File: config.mk
export PLATFORM = sky130hd
export DESIGN_NAME = mcs_clock_guard
export DESIGN_NICKNAME = d
export VERILOG_FILES = /design/src/mcs_pkg.sv /design/src/mcs_clock_guard.sv /design/src/mcs_tick_div.sv
export SDC_FILE = /design/constraint.sdc
export NUM_CORES = 1
export LEC_CHECK = 0
export ABC_CLOCK_PERIOD_IN_PS = 2200
export BUFFER_PORTS_ARGS = -buffer_cell sky130_fd_sc_hd__buf_2
export CORE_ASPECT_RATIO = 0.8
export CORE_MARGIN = 2
export CORE_UTILIZATION = 30
export DETAILED_ROUTE_END_ITERATION = 10
export GPL_TIMING_DRIVEN = 0
export PLACE_DENSITY = 0.56
export SLEW_MARGIN = 20
export SYNTH_ARGS = -nofsm -noshare
export SYNTH_HDL_FRONTEND = slang
export SYNTH_SLANG_ARGS = --single-unit
File: constraint.sdc
create_clock -name clock_i -period 2.2 [get_ports clock_i]
set_input_delay 0 -clock clock_i [delete_from_list [all_inputs] [get_ports clock_i]]
set_output_delay 0 -clock clock_i [all_outputs]
set_load 0.05 [all_outputs]
File: src/mcs_pkg.sv
// mcs_pkg: constants, states and carriers of the clock system with guard
package mcs_pkg;
  // system clock
  localparam int CLK_PERIOD_NS = 10;
  // backup slow oscillator period
  localparam int AUX_PERIOD_NS = 1000;
  localparam logic [7:0] AUX_CYC = 8'(AUX_PERIOD_NS / CLK_PERIOD_NS);
  // least spacing of main edges at guard_limit_freq (rounded up)
  localparam int GUARD_MIN_NS = 125;
  localparam logic [7:0] GUARD_MIN_CYC =
    8'((GUARD_MIN_NS + CLK_PERIOD_NS - 1) / CLK_PERIOD_NS);
  // no main edge for this long counts as a missing edge
  localparam int MISS_NS = 500;
  localparam logic [7:0] MISS_CYC = 8'(MISS_NS / CLK_PERIOD_NS);
  // main oscillator start-up settle time
  localparam int START_NS = 10000;
  localparam int START_CYC = (START_NS + CLK_PERIOD_NS - 1) / CLK_PERIOD_NS;
  // power-on delay in oscillator cycles
  localparam int POR_OSC_CYC = 2048;
  // peripheral and machine-cycle division
  localparam int PERIPH_DIV = 12;
  localparam int CPU_DIV = 13;
  // register indices, byte address is four times the index
  localparam logic [7:0] IDX_CONV = 8'hD1;
  localparam logic [7:0] IDX_DIV = 8'hDC;
  localparam logic [7:0] IDX_STAT = 8'hE0;
  localparam logic [11:0] ADDR_CONV = {2'h0, IDX_CONV, 2'h0};
  localparam logic [11:0] ADDR_DIV = {2'h0, IDX_DIV, 2'h0};
  localparam logic [11:0] ADDR_STAT = {2'h0, IDX_STAT, 2'h0};
  // fields and reset values
  localparam int OSC_STOP_BIT = 2;
  localparam int DIV_SEL_LSB = 0;
  localparam int DIV_RSV_MSB = 3;
  localparam logic [7:0] CONV_RST = 8'h00;
  localparam logic [3:0] DIV_RST = 4'h0;
  // bus answers
  localparam logic [1:0] RESP_OKAY = 2'h0;
  localparam logic [1:0] RESP_SLVERR = 2'h2;

  // clock source selection
  typedef enum logic [1:0] {
    SRC_MAIN    = 2'b00,
    SRC_TO_AUX  = 2'b01,
    SRC_AUX     = 2'b10,
    SRC_TO_MAIN = 2'b11
  } mcs_src_t;

  // clock enables handed to the rest of the chip
  typedef struct packed {
    logic int_tick;
    logic periph_tick;
    logic cpu_tick;
  } mcs_ticks_t;

  // status word, low bits of the status register
  typedef struct packed {
    logic [1:0] ratio;
    logic       por_done;
    logic       main_en;
    logic       on_aux;
  } mcs_stat_t;
endpackage

File: src/mcs_clock_guard.sv
// mcs_clock_guard: clock system with oscillator guard and AXI4-Lite regs
//
// The AXI4-Lite slave port was decided locally.
`timescale 1ns/1ps
module mcs_clock_guard #(
  parameter int START_CYC = mcs_pkg::START_CYC,  // main settle cycles
  parameter int POR_CYC   = mcs_pkg::POR_OSC_CYC // power-on osc cycles
) (
  input  wire logic        clock_i,          // 100 MHz system clock
  input  wire logic        rst_b_i,          // async reset, active low
  input  wire logic [11:0] s_axi_awaddr,     // write address
  input  wire logic        s_axi_awvalid,    // write address valid
  output logic             s_axi_awready,    // write address ready
  input  wire logic [31:0] s_axi_wdata,      // write data
  input  wire logic [3:0]  s_axi_wstrb,      // byte enables
  input  wire logic        s_axi_wvalid,     // write data valid
  output logic             s_axi_wready,     // write data ready
  output logic [1:0]       s_axi_bresp,      // write answer
  output logic             s_axi_bvalid,     // write answer valid
  input  wire logic        s_axi_bready,     // write answer ready
  input  wire logic [11:0] s_axi_araddr,     // read address
  input  wire logic        s_axi_arvalid,    // read address valid
  output logic             s_axi_arready,    // read address ready
  output logic [31:0]      s_axi_rdata,      // read data
  output logic [1:0]       s_axi_rresp,      // read answer
  output logic             s_axi_rvalid,     // read data valid
  input  wire logic        s_axi_rready,     // read data ready
  input  wire logic        main_osc_i,       // main oscillator level
  input  wire logic        guard_option_enable_i, // guard option
  input  wire logic        osc_type_option_i,     // oscillator type option
  input  wire logic        instr_start_i,    // cpu starts an instruction
  input  wire logic [1:0]  instr_len_i,      // 0:2, 1:4, else 5 cycles
  output logic             main_osc_en_o,    // main oscillator enable
  output logic             resistor_osc_o,   // resistor oscillator mode
  output logic             on_aux_o,         // running from backup osc
  output logic             por_done_o,       // power-on delay expired
  output logic [7:0]      conv_ctrl_o,      // converter control bits
  output mcs_pkg::mcs_ticks_t ticks_o,       // clock enables
  output logic             instr_busy_o,     // instruction executing
  output logic             instr_done_o      // instruction finished
);
  localparam int AUX_N = int'(mcs_pkg::AUX_CYC); // backup period, cycles

  logic        guard;                        // guard option in force
  logic        stop_eff;                     // stop request in force
  logic        osc_prev_q;                   // last main level
  logic        raw_edge, acc_edge;           // main edges seen, kept
  logic [7:0]  miss_q, miss_d;               // cycles since main edge
  logic [7:0]  spc_q, spc_d;                 // cycles since kept edge
  logic [11:0] start_q, start_d;             // main settle counter
  logic [11:0] por_q, por_d;                 // power-on osc counter
  logic        main_alive, main_ready;       // main oscillating, settled
  logic        main_en_q, main_en_d;         // main enable
  mcs_pkg::mcs_src_t src_q, src_d;           // clock source state
  logic [7:0]  tmr_q, tmr_d;                 // aux phase / gap timer
  logic        aux_tick;                     // backup oscillator edge
  logic        osc_tick;                     // selected oscillator edge
  logic [1:0]  dcnt_q, dcnt_d;               // divider phase
  logic [1:0]  ratio_q, ratio_d;             // ratio code in use
  logic [1:0]  dlast;                        // last phase of ratio
  logic        int_tick_q, int_tick_d;       // internal clock enable
  logic        periph_tick, cpu_tick;        // divided tick enables
  logic [2:0]  mc_q, mc_d;                   // machine cycles left
  logic        done_q, done_d;               // instruction done pulse
  logic [7:0]  conv_q, conv_d;               // converter control reg
  logic [3:0]  div_q, div_d;                 // divider control reg
  logic        aw_q, aw_d, w_q, w_d;         // write halves held
  logic [11:0] awa_q, awa_d;                 // held write address
  logic [7:0]  wd_q, wd_d;                   // held write data
  logic        ws_q, ws_d;                   // held low byte enable
  logic        bv_q, bv_d, rv_q, rv_d;       // answers pending
  logic [1:0]  br_q, br_d, rr_q, rr_d;       // answer codes
  logic [31:0] rd_q, rd_d;                   // read data
  mcs_pkg::mcs_stat_t stat;                  // status word

  // guard is a fixed option, never a register bit
  assign guard    = guard_option_enable_i;
  // only the stop bit matters here; the rest goes to the converter
  assign stop_eff = guard & conv_q[mcs_pkg::OSC_STOP_BIT];
  // a stopped main oscillator produces no edges
  assign raw_edge = main_en_q & main_osc_i & ~osc_prev_q;
  // edges closer than the limit spacing are spikes and are dropped
  assign acc_edge = raw_edge & (~guard |
                    (spc_q >= mcs_pkg::GUARD_MIN_CYC));
  assign main_alive = miss_q < mcs_pkg::MISS_CYC;
  assign main_ready = main_alive & (start_q == 12'(START_CYC));
  // user code sees the same ticks from either source, only slower
  assign osc_tick = (src_q == mcs_pkg::SRC_MAIN & acc_edge) |
                    (src_q == mcs_pkg::SRC_AUX & aux_tick);

  // oscillator monitor: miss, spacing, settle and power-on counts
  always_comb begin
    miss_d  = raw_edge ? 8'h00 :
              (main_alive ? miss_q + 8'h01 : miss_q);
    spc_d   = acc_edge ? 8'h00 :
              (spc_q == 8'hFF ? spc_q : spc_q + 8'h01);
    start_d = !main_alive ? 12'h000 :
              (main_ready ? start_q : start_q + 12'h001);
    // power-on delay counts whichever source clocks the chip
    por_d   = (osc_tick && por_q != 12'(POR_CYC)) ?
              por_q + 12'h001 : por_q;
  end

  always_ff @(posedge clock_i or negedge rst_b_i) begin
    if (!rst_b_i) begin
      osc_prev_q <= 1'b0;
      miss_q     <= mcs_pkg::MISS_CYC;
      spc_q      <= 8'hFF;
      start_q    <= 12'h000;
      por_q      <= 12'h000;
    end else begin
      osc_prev_q <= main_osc_i;
      miss_q     <= miss_d;
      spc_q      <= spc_d;
      start_q    <= start_d;
      por_q      <= por_d;
    end
  end

  // main enable: off at once on stop, back on at instruction end
  always_comb begin
    main_en_d = main_en_q;
    if (stop_eff) begin
      main_en_d = 1'b0;
    end else if (!main_en_q && mc_q == 3'h0) begin
      main_en_d = 1'b1;
    end
  end

  // source switch; gaps hold the clock low so no short pulse leaks
  always_comb begin
    src_d    = src_q;
    tmr_d    = tmr_q;
    aux_tick = 1'b0;
    case (src_q)
      mcs_pkg::SRC_MAIN: begin
        if (guard && !main_alive) begin
          src_d = mcs_pkg::SRC_TO_AUX;
          tmr_d = 8'h00;
        end
      end
      mcs_pkg::SRC_TO_AUX: begin
        // wait one backup period with no clock at all
        if (tmr_q == mcs_pkg::AUX_CYC - 8'h01) begin
          src_d = mcs_pkg::SRC_AUX;
          tmr_d = 8'h00;
        end else begin
          tmr_d = tmr_q + 8'h01;
        end
      end
      mcs_pkg::SRC_AUX: begin
        if (tmr_q == mcs_pkg::AUX_CYC - 8'h01) begin
          aux_tick = 1'b1;
          tmr_d    = 8'h00;
        end else begin
          tmr_d = tmr_q + 8'h01;
        end
        if (main_ready && main_en_q) begin
          src_d = mcs_pkg::SRC_TO_MAIN;
        end
      end
      mcs_pkg::SRC_TO_MAIN: begin
        // resume on a clean main edge; that edge itself is not used
        if (acc_edge) begin
          src_d = mcs_pkg::SRC_MAIN;
        end else if (!main_alive) begin
          src_d = mcs_pkg::SRC_AUX;
          tmr_d = 8'h00;
        end
      end
      default: begin
        src_d = mcs_pkg::SRC_AUX;
      end
    endcase
    if (!guard) begin
      src_d = mcs_pkg::SRC_MAIN;
    end
  end

  // reset starts on the backup source so it can run the power-on delay
  always_ff @(posedge clock_i or negedge rst_b_i) begin
    if (!rst_b_i) begin
      main_en_q <= 1'b1;
      src_q     <= mcs_pkg::SRC_AUX;
      tmr_q     <= 8'h00;
    end else begin
      main_en_q <= main_en_d;
      src_q     <= src_d;
      tmr_q     <= tmr_d;
    end
  end

  // ratio divider; a new ratio is only taken at the period boundary
  always_comb begin
    case (ratio_q)
      2'b00:   dlast = 2'h0;
      2'b01:   dlast = 2'h1;
      default: dlast = 2'h3;
    endcase
    dcnt_d     = dcnt_q;
    ratio_d    = ratio_q;
    int_tick_d = 1'b0;
    if (osc_tick) begin
      if (dcnt_q == dlast) begin
        dcnt_d     = 2'h0;
        int_tick_d = 1'b1;
        ratio_d    = div_q[mcs_pkg::DIV_SEL_LSB +: 2];
      end else begin
        dcnt_d = dcnt_q + 2'h1;
      end
    end
  end

  always_ff @(posedge clock_i or negedge rst_b_i) begin
    if (!rst_b_i) begin
      dcnt_q     <= 2'h0;
      ratio_q    <= mcs_pkg::DIV_RST[mcs_pkg::DIV_SEL_LSB +: 2];
      int_tick_q <= 1'b0;
    end else begin
      dcnt_q     <= dcnt_d;
      ratio_q    <= ratio_d;
      int_tick_q <= int_tick_d;
    end
  end

  // peripheral clock and machine cycle from the internal clock
  mcs_tick_div #(.N(mcs_pkg::PERIPH_DIV)) u_periph_div (
    .clock_i (clock_i),
    .rst_b_i (rst_b_i),
    .tick_i  (int_tick_q),
    .tick_o  (periph_tick)
  );
  mcs_tick_div #(.N(mcs_pkg::CPU_DIV)) u_cpu_div (
    .clock_i (clock_i),
    .rst_b_i (rst_b_i),
    .tick_i  (int_tick_q),
    .tick_o  (cpu_tick)
  );
  // the carrier is driven as one word, never field by field
  assign ticks_o = '{int_tick: int_tick_q, periph_tick: periph_tick,
                     cpu_tick: cpu_tick};

  // instruction length in machine cycles
  always_comb begin
    mc_d   = mc_q;
    done_d = 1'b0;
    if (mc_q == 3'h0) begin
      if (instr_start_i) begin
        case (instr_len_i)
          2'b00:   mc_d = 3'h2;
          2'b01:   mc_d = 3'h4;
          default: mc_d = 3'h5;
        endcase
      end
    end else if (ticks_o.cpu_tick) begin
      mc_d   = mc_q - 3'h1;
      done_d = (mc_q == 3'h1);
    end
  end

  always_ff @(posedge clock_i or negedge rst_b_i) begin
    if (!rst_b_i) begin
      mc_q   <= 3'h0;
      done_q <= 1'b0;
    end else begin
      mc_q   <= mc_d;
      done_q <= done_d;
    end
  end

  // bus slave: address and data in either order, answer after both
  assign stat = '{ratio: ratio_q, por_done: (por_q == 12'(POR_CYC)),
                  main_en: main_en_q,
                  on_aux: (src_q != mcs_pkg::SRC_MAIN)};
  always_comb begin
    aw_d = aw_q;  w_d = w_q;  awa_d = awa_q;  wd_d = wd_q;
    ws_d = ws_q;  bv_d = bv_q;  br_d = br_q;
    rv_d = rv_q;  rr_d = rr_q;  rd_d = rd_q;
    conv_d = conv_q;  div_d = div_q;
    if (s_axi_awvalid && s_axi_awready) begin
      aw_d  = 1'b1;
      awa_d = s_axi_awaddr;
    end
    if (s_axi_wvalid && s_axi_wready) begin
      w_d  = 1'b1;
      wd_d = s_axi_wdata[7:0];
      ws_d = s_axi_wstrb[0];
    end
    if (aw_q && w_q) begin
      aw_d = 1'b0;
      w_d  = 1'b0;
      bv_d = 1'b1;
      br_d = mcs_pkg::RESP_OKAY;
      case (awa_q)
        mcs_pkg::ADDR_CONV: if (ws_q) conv_d = wd_q;
        // upper nibble unused; reserved bits are stored as written
        mcs_pkg::ADDR_DIV:  if (ws_q) div_d = wd_q[3:0];
        mcs_pkg::ADDR_STAT: ;
        default: br_d = mcs_pkg::RESP_SLVERR;
      endcase
    end
    if (bv_q && s_axi_bready) begin
      bv_d = 1'b0;
    end
    if (s_axi_arvalid && s_axi_arready) begin
      rv_d = 1'b1;
      rr_d = mcs_pkg::RESP_OKAY;
      rd_d = 32'h0000_0000;
      case (s_axi_araddr)
        mcs_pkg::ADDR_CONV: rd_d = {24'h00_0000, conv_q};
        // write-only: the divider reads back as zero
        mcs_pkg::ADDR_DIV:  rd_d = 32'h0000_0000;
        mcs_pkg::ADDR_STAT: rd_d = {27'h000_0000, stat};
        default: rr_d = mcs_pkg::RESP_SLVERR;
      endcase
    end else if (rv_q && s_axi_rready) begin
      rv_d = 1'b0;
    end
  end

  always_ff @(posedge clock_i or negedge rst_b_i) begin
    if (!rst_b_i) begin
      aw_q <= 1'b0;  w_q <= 1'b0;  awa_q <= 12'h000;
      wd_q <= 8'h00;  ws_q <= 1'b0;  bv_q <= 1'b0;
      br_q <= mcs_pkg::RESP_OKAY;  rv_q <= 1'b0;
      rr_q <= mcs_pkg::RESP_OKAY;  rd_q <= 32'h0000_0000;
      conv_q <= mcs_pkg::CONV_RST;
      div_q  <= mcs_pkg::DIV_RST;
    end else begin
      aw_q <= aw_d;  w_q <= w_d;  awa_q <= awa_d;
      wd_q <= wd_d;  ws_q <= ws_d;  bv_q <= bv_d;
      br_q <= br_d;  rv_q <= rv_d;  rr_q <= rr_d;  rd_q <= rd_d;
      conv_q <= conv_d;
      div_q  <= div_d;
    end
  end

  assign s_axi_awready  = ~aw_q & ~bv_q;
  assign s_axi_wready   = ~w_q & ~bv_q;
  assign s_axi_bvalid   = bv_q;
  assign s_axi_bresp    = br_q;
  assign s_axi_arready  = ~rv_q;
  assign s_axi_rvalid   = rv_q;
  assign s_axi_rresp    = rr_q;
  assign s_axi_rdata    = rd_q;
  assign main_osc_en_o  = main_en_q;
  assign resistor_osc_o = osc_type_option_i;
  assign on_aux_o       = stat.on_aux;
  assign por_done_o     = stat.por_done;
  assign conv_ctrl_o    = conv_q;
  assign instr_busy_o   = (mc_q != 3'h0);
  assign instr_done_o   = done_q;

  property p_stop_off;
    @(posedge clock_i) disable iff (!rst_b_i)
    stop_eff |=> !main_en_q;
  endproperty
  a_stop_off: assert property (p_stop_off)
    else $error("main enable stayed on under stop");

  property p_no_guard;
    @(posedge clock_i) disable iff (!rst_b_i)
    !guard |=> src_q == mcs_pkg::SRC_MAIN;
  endproperty
  a_no_guard: assert property (p_no_guard)
    else $error("backup source used without guard");

  property p_aux_start;
    @(posedge clock_i) disable iff (!rst_b_i)
    (guard && $rose(src_q == mcs_pkg::SRC_TO_AUX)) |->
      ##[1:AUX_N] src_q == mcs_pkg::SRC_AUX;
  endproperty
  a_aux_start: assert property (p_aux_start)
    else $error("backup source late after missing edge");

  property p_gap_quiet;
    @(posedge clock_i) disable iff (!rst_b_i)
    (src_q == mcs_pkg::SRC_TO_AUX || src_q == mcs_pkg::SRC_TO_MAIN)
      |=> !int_tick_q;
  endproperty
  a_gap_quiet: assert property (p_gap_quiet)
    else $error("clock edge during source switch");

  property p_spacing;
    @(posedge clock_i) disable iff (!rst_b_i)
    (guard && acc_edge) |=> !acc_edge [*8];
  endproperty
  a_spacing: assert property (p_spacing)
    else $error("guard kept an edge too soon");

  property p_ratio;
    @(posedge clock_i) disable iff (!rst_b_i)
    (osc_tick && dcnt_q == dlast) |=>
      ratio_q == $past(div_q[1:0]) && int_tick_q;
  endproperty
  a_ratio: assert property (p_ratio)
    else $error("ratio not taken at boundary");

  property p_cpu_div;
    @(posedge clock_i) disable iff (!rst_b_i)
    ticks_o.cpu_tick |-> $past(int_tick_q) && !$past(ticks_o.cpu_tick);
  endproperty
  a_cpu_div: assert property (p_cpu_div)
    else $error("machine cycle tick without internal tick");

  property p_instr;
    @(posedge clock_i) disable iff (!rst_b_i)
    (instr_start_i && mc_q == 3'h0 && instr_len_i == 2'b00) |=>
      mc_q == 3'h2;
  endproperty
  a_instr: assert property (p_instr)
    else $error("two-cycle instruction not loaded");

  property p_aux_off;
    @(posedge clock_i) disable iff (!rst_b_i)
    (guard && src_q == mcs_pkg::SRC_AUX && main_ready && main_en_q)
      |=> src_q == mcs_pkg::SRC_TO_MAIN;
  endproperty
  a_aux_off: assert property (p_aux_off)
    else $error("backup source kept after main runs");
endmodule

File: src/mcs_tick_div.sv
// mcs_tick_div: divides a tick stream by N, registered output tick
`timescale 1ns/1ps
module mcs_tick_div #(
  parameter int N = 12                  // division ratio
) (
  input  wire logic clock_i,            // system clock
  input  wire logic rst_b_i,            // async reset, active low
  input  wire logic tick_i,             // input tick
  output logic      tick_o              // one pulse per N input ticks
);
  localparam int W = $clog2(N);
  logic [W-1:0] cnt_q, cnt_d;           // ticks seen in this period
  logic         tick_d;                 // next output tick

  // count input ticks and pulse on the last one
  always_comb begin
    cnt_d  = cnt_q;
    tick_d = 1'b0;
    if (tick_i) begin
      if (cnt_q == W'(N - 1)) begin
        cnt_d  = '0;
        tick_d = 1'b1;
      end else begin
        cnt_d = cnt_q + 1'b1;
      end
    end
  end

  always_ff @(posedge clock_i or negedge rst_b_i) begin
    if (!rst_b_i) begin
      cnt_q  <= '0;
      tick_o <= 1'b0;
    end else begin
      cnt_q  <= cnt_d;
      tick_o <= tick_d;
    end
  end
endmodule

Word-level counts from Yosys, hierarchy flattened
Index checks and enable logic that the tools add are counted.
- add/subtract/negate cells: 9
- $mul: 0
- divide/modulo/power cells: 0
- order comparisons: 2
- equality and inequality tests: 30
- shift operators: 0
- multiplexer cells: 49
- bitwise logic cells: 17
- reduce and logical (&&, ||, !) cells: 34
- operators with widths (kind ; count):
    equality test 12 x 10 -> 1 bit (second input constant) ; 7
    two-way mux 8 bit ; 8
    adder 12 x 1 -> 12 bit (second input constant) ; 2
    adder 8 x 1 -> 8 bit (second input constant) ; 3
    two-way mux 12 bit ; 2
    case mux 8 bit (3 select lines) ; 1
    two-way mux 1 bit ; 20
    two-way mux 2 bit ; 9
    case mux 8 bit (2 select lines) ; 1
    nonzero test 2 bit ; 8
    equality test 12 bit (second input constant) ; 1
    inequality test 12 bit (second input constant) ; 1
    logical AND 1 bit ; 10
    inequality test 2 bit (second input constant) ; 5
    AND 1 bit ; 9
    two-way mux 3 bit ; 3
    AND reduction 3 bit ; 3
    adder 4 x 1 -> 4 bit (second input constant) ; 2
    equality test 4 bit (second input constant) ; 2
    equality test 8 x 7 -> 1 bit (second input constant) ; 1
    equality test 8 bit (second input constant) ; 1
    >= comparator 8 x 4 -> 1 bit (second input constant) ; 1
    less-than comparator 8 x 6 -> 1 bit (second input constant) ; 1
    two-way mux 4 bit ; 2
    other kinds (23) ; 38
- register bits: 142
- latch bits: 0
- memory bits (writable): 0
- memory bits (read-only): 0
- input bits: 73
- memories: 0

Depth between registers and ports, before layout
Gate-level depths: netlist of run 1.
- depth in word-level cells: 6
- gate-level depth with buffers: 8
- depth with buffers taken out: 8

Hierarchy
From an unflattened synthesis of run 1, not the netlist that was laid out.
- cells, all modules: 560
- area total of the unflattened synthesis: 5858.1 µm²
- modules (own cells, without submodules) (module ; instances ; cells each ; area each (µm²)):
    mcs_clock_guard ; 1 ; 513 ; 5372.7
    mcs_tick_div (u_cpu_div) ; 1 ; 25 ; 247.7
    mcs_tick_div (u_periph_div) ; 1 ; 22 ; 237.7

Worst setup path after synthesis of run 1
No wires, ideal clock.
- kind: flip-flop to flip-flop
- start point: register bv_q (netlist: s_axi_bvalid)
- end point: register awa_q[10]
- arrival time: 2.344 ns
- data required time: 2.075 ns
- path slack: -0.269 ns
- cell stages (with the launch flop): 5
- path buffers: 1
- clock period less this slack: 2.469 ns
- path through: dfrtp_1 -> nor2_1 -> and2_1 -> buf_1 -> mux2_2
- longest elaborated chain between the ends: 3
- RTL lines (element ; RTL line ; RTL):
    from (decl) ; mcs_clock_guard.sv:71 ; logic bv_q, bv_d, rv_q, rv_d;
    from (signal assigned) ; mcs_clock_guard.sv:331 ; wd_q <= wd_d; ws_q <= ws_d; bv_q <= bv_d;
    inverter 1 bit ; mcs_clock_guard.sv:338 ; assign s_axi_awready = ~aw_q & ~bv_q;
    AND 1 bit ; mcs_clock_guard.sv:338 ;
    named net s_axi_awready ; mcs_clock_guard.sv:13 ; output logic s_axi_awready,
    logical AND 1 bit ; mcs_clock_guard.sv:280 ; if (s_axi_awvalid && s_axi_awready) begin
    to (signal assigned) ; mcs_clock_guard.sv:330 ; aw_q <= aw_d; w_q <= w_d; awa_q <= awa_d;
    to (decl) ; mcs_clock_guard.sv:68 ; logic [11:0] awa_q, awa_d;
The timed path passes the listed nets, and every way through them passes these cells.
A chain may end at the register's enable or synchronous reset.

Worst setup path after layout of run 1
- start point: register spc_q[0]
- end point: register dcnt_q[1]
- longest elaborated chain between the ends: 5
- RTL lines (element ; RTL line ; RTL):
    from (decl) ; mcs_clock_guard.sv:49 ; logic [7:0] spc_q, spc_d;
    from (signal assigned) ; mcs_clock_guard.sv:114 ; spc_q <= spc_d;
    >= comparator 8 x 4 -> 1 bit ; mcs_clock_guard.sv:84 ; (spc_q >= mcs_pkg::GUARD_MIN_CYC));
    OR 1 bit ; mcs_clock_guard.sv:83 ; assign acc_edge = raw_edge & (~guard |
    AND 1 bit ; mcs_clock_guard.sv:83 ;
    AND 1 bit ; mcs_clock_guard.sv:88 ; assign osc_tick = (src_q == mcs_pkg::SRC_MAIN & acc_edge) |
    OR 1 bit ; mcs_clock_guard.sv:88 ;
    to (signal assigned) ; mcs_clock_guard.sv:220 ; dcnt_q <= dcnt_d;
    to (decl) ; mcs_clock_guard.sv:58 ; logic [1:0] dcnt_q, dcnt_d;
Every way passes these cells.

==> results of run 1 <==
-- path summary, 6_finish.rpt --
kind	from	to	slack, ps
min in group asynchronous	rst_b_i	start_q[8]	150
max reg2reg	spc_q[0]	dcnt_q[1]	50
max in group asynchronous	rst_b_i	spc_q[3]	1290
min reg2reg	por_q[11]	por_q[11]	480
min	s_axi_araddr[2]	s_axi_rresp[1]	10
max	spc_q[0]	dcnt_q[1]	50
-- sequential cells by signal, indices dropped and copies added, names as in the netlist, 8 cells and up --
name / cells
awa_q: 12
por_q: 12
start_q: 12
conv_ctrl_o: 8
miss_q: 8
s_axi_rdata: 8
spc_q: 8
tmr_q: 8
wd_q: 8
-- power groups by stage --
stage | sequential (mW) | clock, mW | combinational, mW
2_1_floorplan | 3.13 | 0 | 1.40
5_1_grt | 3.23 | 3.10 | 2.21
3_3_place_gp | 3.18 | 0 | 1.77
4_1_cts | 3.15 | 2.99 | 1.90
6_report | 3.15 | 2.92 | 1.97
3_5_place_dp | 3.18 | 0 | 1.80
-- per-stage QoR --
| stage | util | worst slack [ps] |
|---|---|---|
| after detailed placement | 0.353 | -96.0 |
| final | 0.406 | 49.8 |
| after CTS | 0.403 | -32.9 |
| after floorplan | - | -21.3 |
| after global placement | 0.351 | -421 |
| after global routing | 0.406 | -43.8 |
-- per-layer routing --
metal	part of all wire	global-route usage	vias to the layer above
li1	-	-	2226
met1	0.51	0.180	2104
met2	0.44	0.191	96
met3	0.046	0.0410	12
met4	0.012	0.0368	0
met5	0	0	-
-- area by class of cell --
cell class | count | area [um2] | share of cell area
clock buffer | 17 | 425 | 0.0547
buffer | 44 | 288 | 0.0370
tap | 258 | 323 | 0.0415
multi-input combinational | 397 | 2780 | 0.357
clock inverter | 15 | 199 | 0.0256
inverter | 24 | 90.1 | 0.0116
timing repair buffer | 113 | 757 | 0.0973
sequential | 116 | 2920 | 0.375
-- worst min-delay path: stages --
cell,delay (ps)
buf_2,100
a21o_1,80
a21oi_1,50
o21ai_0,150
-- logic make-up after synthesis --
logic type      after synthesis  synth area share
simple gates                190             0.169
fa+ha+maj                    19            0.0402
other cells                   1          0.000635
mux                          36            0.0682
xor+xnor                     31            0.0460
compound gates               95             0.119
flops                       116             0.494
buf+inv                      68            0.0629
-- synth_stat cells (4+ instances only) --
cell type    n
a211o_1      5
nor3b_1      5
inv_1       24
mux2_2      18
ha_1        19
and3_1       8
a21o_1       4
nand4_1     12
dfrtp_1    103
dfstp_2     13
a22o_1       5
a22oi_1      6
o21ai_1     12
nand2_1     41
nand3_1     21
and2_1       7
a31oi_1      6
o21a_1       4
xor2_1      20
o21ai_0     12
nor2b_1     10
a21oi_1     15
mux2_1      16
nor3_1       8
clkbuf_1     9
nor2_1      52
buf_4       30
xnor2_1     11
-- what timing repair did --
action                     CTS  global route
setup endpoints to repair    6            19
cloned                       0             0
buffers inserted             2             5
gates resized for setup      6            11
pin swaps                    3             4
hold endpoints to repair    92             0
hold buffers                29             0
==> metrics.txt, run 1 <==
outcome=finished, final reports clean; n_diodes=0; Final Skew=11.3 ps; R2R depth=8; DRC violations left=0; Crit path largest cell delay=540 ps; Post-Syn Area per Cell=10.6 um2; Async SR Flop Fraction=1.00; Netlist Area Pre-Place=0.00591 mm2; total grt overflow=0; WL/cell=13.0 um; Switching Fraction=0.329; Max-slew headroom=0.479; RSZ-0062 raised after global routing=true; CTS Sinks=116; Synth top area share=0.436; Rows=45; Yosys warning total=0; Num CTS Buffers=17; count of mapped cells out of synthesis=556; commonest cells after routing, fill and taps aside=dfrtp_1 (103), buf_2 (77), nor2_1 (49), nand2_1 (40), buf_4 (37); commonest non-fill, non-tap cell in the layout=dfrtp_1; Buf+Inv Stages, Crit Path=2; first-pass GRT wire length=21200 um; die area=0.0208 mm2; Worst EP required=2550 ps; VDD IR max=618 uV; DR vias=4438; DP Cell Count=916; Synth Flop Type=dfrtp_1; vias in the first global route=4090; switching pwr=2.65 mW; initial DRC count=233; antenna violations before repair=0; worst-margin pin slew=778 ps; fillers=1882; Post-synth EDFFs=0; register area share after synthesis=0.494; Leak Pwr=3.64 nW; WP data arrival=2500 ps; Crit. End Element=flip-flop; total negative slack=0 ps; DIE WIDTH=161 um; CP max stage cell=dfstp_2; final WL=12800 um; Clk pwr share=0.363; Hold WC Path Type=in -> reg; CTS tree=yes; Final Hold Fails=0; final net count=805; fin. max-slew vios=0; largest net degree at the start of global routing=65; Synth cell types=72; worst-skew pair later-pin latency=420 ps; depth of the CTS H-tree=4; Top-Level Pins=131; Maximum Capacitance Violations=0; crit path launch type=flip-flop; vias per inst=4.51; post-route ant nets=0; CTS Root Cell=clkbuf_16; internal power=5.39 mW; crit path cell chain=buf_4 -> ha_4 -> nor2b_4 -> o211ai_1 -> a32oi_2 -> buf_4 -> or4_4 -> nand2_2; Starting Density=0.309; Worst Hold Path Cells=4; GP Congestion=0.800; CP Class=reg -> reg; final std cells w/o fill=984; most area-consuming cells after synthesis=dfrtp_1 (44%), dfstp_2 (5.8%), ha_1 (4.0%); critical path peak fanout=5; Flop pwr share=0.391; fin crit period=2150 ps; clock-pin transition on the worst setup and hold timing paths=60 ps; Largest delay share family, worst path=simple AND/OR/NAND/NOR gates; Max Fclk=465 MHz; #FFs+latches synth=116; total track usage=0.128; combinational fraction of design power=0.246; PortBufs=76; fin crit share=0.977; leading area contributor after synthesis=dfrtp_1; Final setup violation count=0; CP dominant cell by count=buf_4; hpwl dp=8710 um; share of cells above drive strength 1=0.287; Area Overhead vs Synth=31.7%; TritonRoute pass-1 iters=4; PD cells=1030 mW/mm2; Stages on worst setup path=8; total power=8.04 mW; Placed Area=0.00675 mm2; design area=0.00778 mm2; Hold Worst Slack=12.5 ps; Die Height=130 um; core region area=0.0191 mm2; maximum clock insertion buffer count=2
(Power assumes the default switching activity.)
==> run 2, diff against run 1 <==
- BUFFER_PORTS_ARGS: -buffer_cell sky130_fd_sc_hd__buf_2 -> not set
- CELL_PAD_IN_SITES_DETAIL_PLACEMENT: not set -> 1
- CELL_PAD_IN_SITES_GLOBAL_PLACEMENT: not set -> 1
- DONT_BUFFER_PORTS: not set -> 1
- PLACE_DENSITY: 0.56 -> 0.6
==> run 2 against run 1 <==
The flow now finishes with violations (negative hold slack, negative setup slack). Worst setup slack got worse by 200 ps. Maximum frequency fell by 8.4%. Worst hold slack got worse by 730 ps. Clock power down 3%. First-iteration DRC count down 29%. Utilization is 1.2 points lower. Final area is 3.0% lower. Largest cell class unchanged. Largest power group unchanged.
==> metrics.txt, run 2 (synthesized netlist as in run 1, its figures left out) <==
n_diodes=0 (unchanged); depth of the CTS H-tree=4 (unchanged); Hold Worst Slack=-716 ps (-729 ps); antenna violations before repair=0 (unchanged); highest routed layer=met4; RSZ-0062 raised after global routing=true; outcome=finished, violations left; clock-pin transition on the worst setup and hold timing paths=60 ps (about the same); commonest cells after routing, fill and taps aside=dfrtp_1 (101), nor2_1 (49), buf_4 (46), nand2_1 (41), dlygate4sd3_1 (31); GP Congestion=0.793 (-0.89%); M1 wire length=6440 um (-0.12%); crit path launch type=flip-flop; core region area=0.0191 mm2 (unchanged); Max-slew headroom=0.328 (-0.151); Final Skew=7.06 ps (-4.24 ps); Final setup violation count=2 (+2); VDD IR max=582 uV (-5.9%); Placed Area=0.00634 mm2 (-6.1%); final std cells w/o fill=917 (-6.8%); vias in the first global route=4749 (+16%); reg2reg start=por_q[2]; CTS Root Cell=clkbuf_16; critical path peak fanout=4 (-1); TritonRoute pass-1 iters=4 (unchanged); first-pass GRT wire length=24100 um (+14%); fin crit share=1.07 (+0.0898); Starting Density=0.309 (unchanged); Die Height=130 um (unchanged); DP Cell Count=839 (-8.4%); final WL=14400 um (+13%); failing checks=negative hold slack, negative setup slack; vias per inst=4.75 (+5.3%); largest net degree at the start of global routing=117 (+80%); Routed met3 length=854 um (+45%); DR WL met2=6960 um (+25%); CTS Sinks=116 (unchanged); design area=0.00755 mm2 (-3.0%); DR vias=4357 (-1.8%); Worst EP required=2500 ps (-50 ps); Area Overhead vs Synth=27.8%; total grt overflow=0 (unchanged); # hold bufs at CTS=31 (+6.9%); R2R Path End=por_q[1]; final net count=738 (-8.3%); Max Fclk=426 MHz (-8.4%); WL/cell=15.7 um (+21%); Final Hold Fails=116 (+116); total track usage=0.146 (+0.0180); maximum clock insertion buffer count=2 (unchanged); Largest regs=awa_q x12, por_q x12, start_q x12; Top-Level Pins=131 (unchanged); PortBufs=0 (-100%); Crit. End Element=flip-flop; CP Class=reg -> reg; post-route ant nets=0 (unchanged); PD cells=1070 mW/mm2 (+3.2%); worst-margin pin slew=1000 ps (+223 ps); Leak Pwr=3.34 nW (-8.3%); R2R depth=5 (-3); DIE WIDTH=161 um (unchanged); Hold WC Path Type=in -> async; Final Core Density=0.394 (-0.0121); share of cells above drive strength 1=0.231 (-0.0558); commonest non-fill, non-tap cell in the layout=dfrtp_1; Maximum Capacitance Violations=0 (unchanged); FF-to-FF setup slack=-150 ps (-200 ps); DRC violations left=0 (unchanged); fillers=2128 (+13%); CTS tree=yes; Num CTS Buffers=17 (unchanged); WP data arrival=2640 ps (+140 ps); Rows=45 (unchanged); Placement Setup Slack=-269 ps (-173 ps); Worst Slack Setup Final=-148 ps (-198 ps); fin crit period=2350 ps (+198 ps); fin. max-slew vios=0 (unchanged); die area=0.0208 mm2 (unchanged); hpwl dp=9920 um (+14%); initial DRC count=166 (-29%); worst-skew pair later-pin latency=420 ps (about the same)
## run 2: cell types whose count changed in the layout (fill, tap and decap cells not counted), moves of 3 or more
cell	change
buf_2	-74
buf_4	+9
clkinv_4	-6
clkinvlp_4	+6
inv_8	-3
## run 2: cell type report
class,count,area [um2],area share
Buffer,42,282,0.0373
Clock buffer,20,447,0.0592
Clock inverter,12,155,0.0206
Inverter,24,93.8,0.0124
Multi-Input combinational cell,397,2870,0.381
Sequential cell,116,2930,0.387
Tap cell,258,323,0.0428
Timing Repair Buffer,48,450,0.0597
## run 2: what timing repair did
action | CTS | global route
endpoints found under the setup margin | 47 | 44
hold endpoints to repair | 158 | 116
gates cloned | 0 | 1
buffers inserted | 5 | 11
gates resized for setup | 15 | 23
pin swaps | 1 | 9
## run 2: per-stage QoR
stage / TNS, ps / power, mW
after floorplan: -94.6 / 4.52
after global placement: -3280 / 4.79
after detailed placement: -5960 / 4.94
after CTS: -430 / 7.97
after global routing: -648 / 8.56
final: -184 / 8.05
## run 2: worst max path at each step
stage / start / end / slack (ps) / cells past startpoint
after floorplan: s_axi_bvalid / awa_q[10] / -20 / 4
after global placement: s_axi_bvalid / awa_q[10] / -200 / 4
after CTS: por_q[2] / por_q[1] / -190 / 5
final: por_q[2] / por_q[1] / -150 / 5
after global routing: por_q[2] / por_q[1] / -270 / 5
after detailed placement: s_axi_bvalid / awa_q[9] / -270 / 4
## run 2: power breakdown
part | internal, mW | total, mW | switching (mW) | leakage, nW
Sequential | 2.69 | 3.25 | 0.562 | 1.45
Combinational | 0.918 | 1.97 | 1.05 | 1.61
Clock | 1.81 | 2.83 | 1.02 | 0.279
## run 2: worst max-delay path: stages, from the launching register on
cell and delay (ps):
dfrtp_1 400, nor4_2 280, nand4_1 180, nor4_4 780, nand2b_4 300, mux2_4 300
## run 2: per-layer routing
layer / vias up / track usage
li1: 2087 / -
met2: 76 / 0.243
met4: 0 / 0.0483
met1: 2179 / 0.179
met5: - / 0
met3: 15 / 0.0525
==> run 3, diff against run 2 <==
- CAP_MARGIN: not set -> 0
- GPL_TIMING_DRIVEN: 0 -> not set
==> run 3 against run 2 <==
The run ends with negative hold slack left. Sequential share of layout area rose by 1.5 points. Maximum frequency rose by 9.7%. Utilization fell by 1.5 points. Critical path depth rose by 4. Sequential cell count did not move. Clock skew rose by 0.92 ps. Clock power barely moved. Global-route usage fell by 0.26 points. Critical path type unchanged. Largest cell class unchanged.
==> metrics.txt, run 3 (synthesized netlist as in run 1, its figures left out) <==
depth of the CTS H-tree=4 (unchanged); Area Overhead vs Synth=22.9%; Max-slew headroom=0.469 (+0.142); combinational fraction of design power=0.231 (-0.014); R2R depth=9 (+4); RSZ-0062 raised after global routing=true; CTS Root Cell=clkbuf_16; WP data arrival=2500 ps (-140 ps); PortBufs=0 (unchanged); GP Congestion=0.775 (-2.3%); outcome=finished, violations left; first-pass GRT wire length=23300 um (-3.3%); WL/cell=16.0 um (+1.8%); FF-to-FF setup slack=60 ps (+210 ps); clock-pin transition on the worst setup and hold timing paths=60 ps (about the same); vias per inst=4.81 (+1.3%); share of cells above drive strength 1=0.190 (-0.0405); Final Skew=7.98 ps (+0.924 ps); initial DRC count=136 (-18%); critical path peak fanout=6 (+2); failing checks=negative hold slack; commonest non-fill, non-tap cell in the layout=dfrtp_1; CTS tree=yes; final net count=710 (-3.8%); Placement Setup Slack=50.8 ps (+320 ps); worst-skew pair later-pin latency=430 ps (about the same); Die Height=130 um (unchanged); PD cells=1080 mW/mm2 (+1.7%); Crit. End Element=flip-flop; Rows=45 (unchanged); die area=0.0208 mm2 (unchanged); fin. max-slew vios=0 (unchanged); DIE WIDTH=161 um (unchanged); final std cells w/o fill=889 (-3.1%); Hold Worst Slack=-730 ps (-13.4 ps); CTS Sinks=116 (unchanged); DP Cell Count=817 (-2.6%); reg2reg start=spc_q[1]; Worst EP required=2560 ps (+60 ps); core region area=0.0191 mm2 (unchanged); Placed Area=0.00622 mm2 (-1.8%); internal power=5.22 mW (-3.6%); largest net degree at the start of global routing=117 (unchanged); DR vias=4280 (-1.8%); TritonRoute pass-1 iters=4 (unchanged); final WL=14200 um (-1.3%); total negative slack=0 ps (+184 ps); Leak Pwr=3.23 nW (-3.4%); design area=0.00726 mm2 (-3.9%); Flop pwr share=0.413 (+0.009); crit path launch type=flip-flop; DRC violations left=0 (unchanged); fin crit share=0.973 (-0.0939); post-route ant nets=0 (unchanged); total grt overflow=0 (unchanged); Num CTS Buffers=17 (unchanged); total power=7.87 mW (-2.2%); Hold WC Path Type=in -> async; commonest cells after routing, fill and taps aside=dfrtp_1 (103), nor2_1 (50), nand2_1 (41), dlygate4sd3_1 (32), buf_4 (29); # hold bufs at CTS=32 (+3.2%); worst-margin pin slew=793 ps (-208 ps); R2R Path End=ratio_q[1]; vias in the first global route=4523 (-4.8%); antenna violations before repair=0 (unchanged); Final Core Density=0.379 (-0.0152); maximum clock insertion buffer count=2 (unchanged); Worst Slack Setup Final=58.9 ps (+207 ps); switching pwr=2.65 mW (+0.55%); Top-Level Pins=131 (unchanged); Final setup violation count=0 (-2); n_diodes=0 (unchanged); Switching Fraction=0.336 (+0.00930); total track usage=0.144 (-0.00258); Max Fclk=467 MHz (+9.7%); hpwl dp=9660 um (-2.6%); VDD IR max=842 uV (+45%); Starting Density=0.309 (unchanged); fin crit period=2140 ps (-207 ps); Clk pwr share=0.356 (+0.005); Maximum Capacitance Violations=0 (unchanged); Largest regs=awa_q x12, por_q x12, start_q x12; CP Class=reg -> reg; Final Hold Fails=116 (unchanged)
-- run 3: changes by cell type in the layout (fill, tap and decap cells not counted), moves of 3 or more --
| cell | previous run | this run |
|---|---|---|
| clkinvlp_4 | 6 | 2 |
| clkbuf_1 | 9 | 0 |
| buf_2 | 3 | 0 |
| buf_4 | 46 | 29 |
| inv_6 | 1 | 7 |
| inv_1 | 20 | 23 |
-- run 3: worst max path at each step --
| stage | startpoint | cells past startpoint | to |
|---|---|---|---|
| 6_report | spc_q[1] | 9 | ratio_q[1] |
| 5_1_grt | spc_q[1] | 9 | por_q[9] |
| 4_1_cts | spc_q[1] | 8 | dcnt_q[1] |
| 3_5_place_dp | spc_q[1] | 8 | dcnt_q[1] |
| 3_3_place_gp | spc_q[1] | 8 | dcnt_q[1] |
| 2_1_floorplan | s_axi_bvalid | 4 | awa_q[10] |
-- run 3: power groups by stage --
stage / Clock [mW] / Sequential (mW) / Combinational, mW
after floorplan: 0 / 3.13 / 1.40
after global placement: 0 / 3.23 / 1.58
after detailed placement: 0 / 3.28 / 1.67
after CTS: 2.88 / 3.25 / 1.73
after global routing: 2.98 / 3.34 / 2.03
final: 2.80 / 3.25 / 1.82
-- run 3: worst max-delay path, stage by stage, from the launching register on --
cell and delay, ps:
dfstp_2 540, inv_2 50, ha_1 180, nor2b_2 130, o211ai_1 160, buf_4 180, a32o_2 330, buf_4 160
a31o_1 220, a2bb2oi_2 120
-- run 3: per-layer routing --
layer / global-route usage / share of wire / vias up
li1: - / - / 2028
met1: 0.175 / 0.45 / 2148
met2: 0.229 / 0.47 / 84
met3: 0.0541 / 0.062 / 20
met4: 0.0641 / 0.020 / 0
met5: 0 / 0 / -
-- run 3: repair_timing --
| action | in CTS | in global routing |
|---|---|---|
| endpoints found under the hold margin | 155 | 116 |
| gates resized for setup | 0 | 17 |
| setup endpoints to repair | 0 | 14 |
| setup buffers | 0 | 8 |
-- run 3: final cells by class --
type | count | area (um2)
inverters | 24 | 90.1
repair buffers | 62 | 549
flip-flops and latches | 116 | 2920
multi-input cells | 397 | 2780
clock inverters | 15 | 168
clock buffers | 17 | 425
well taps | 258 | 323
fillers | 2143 | 11900
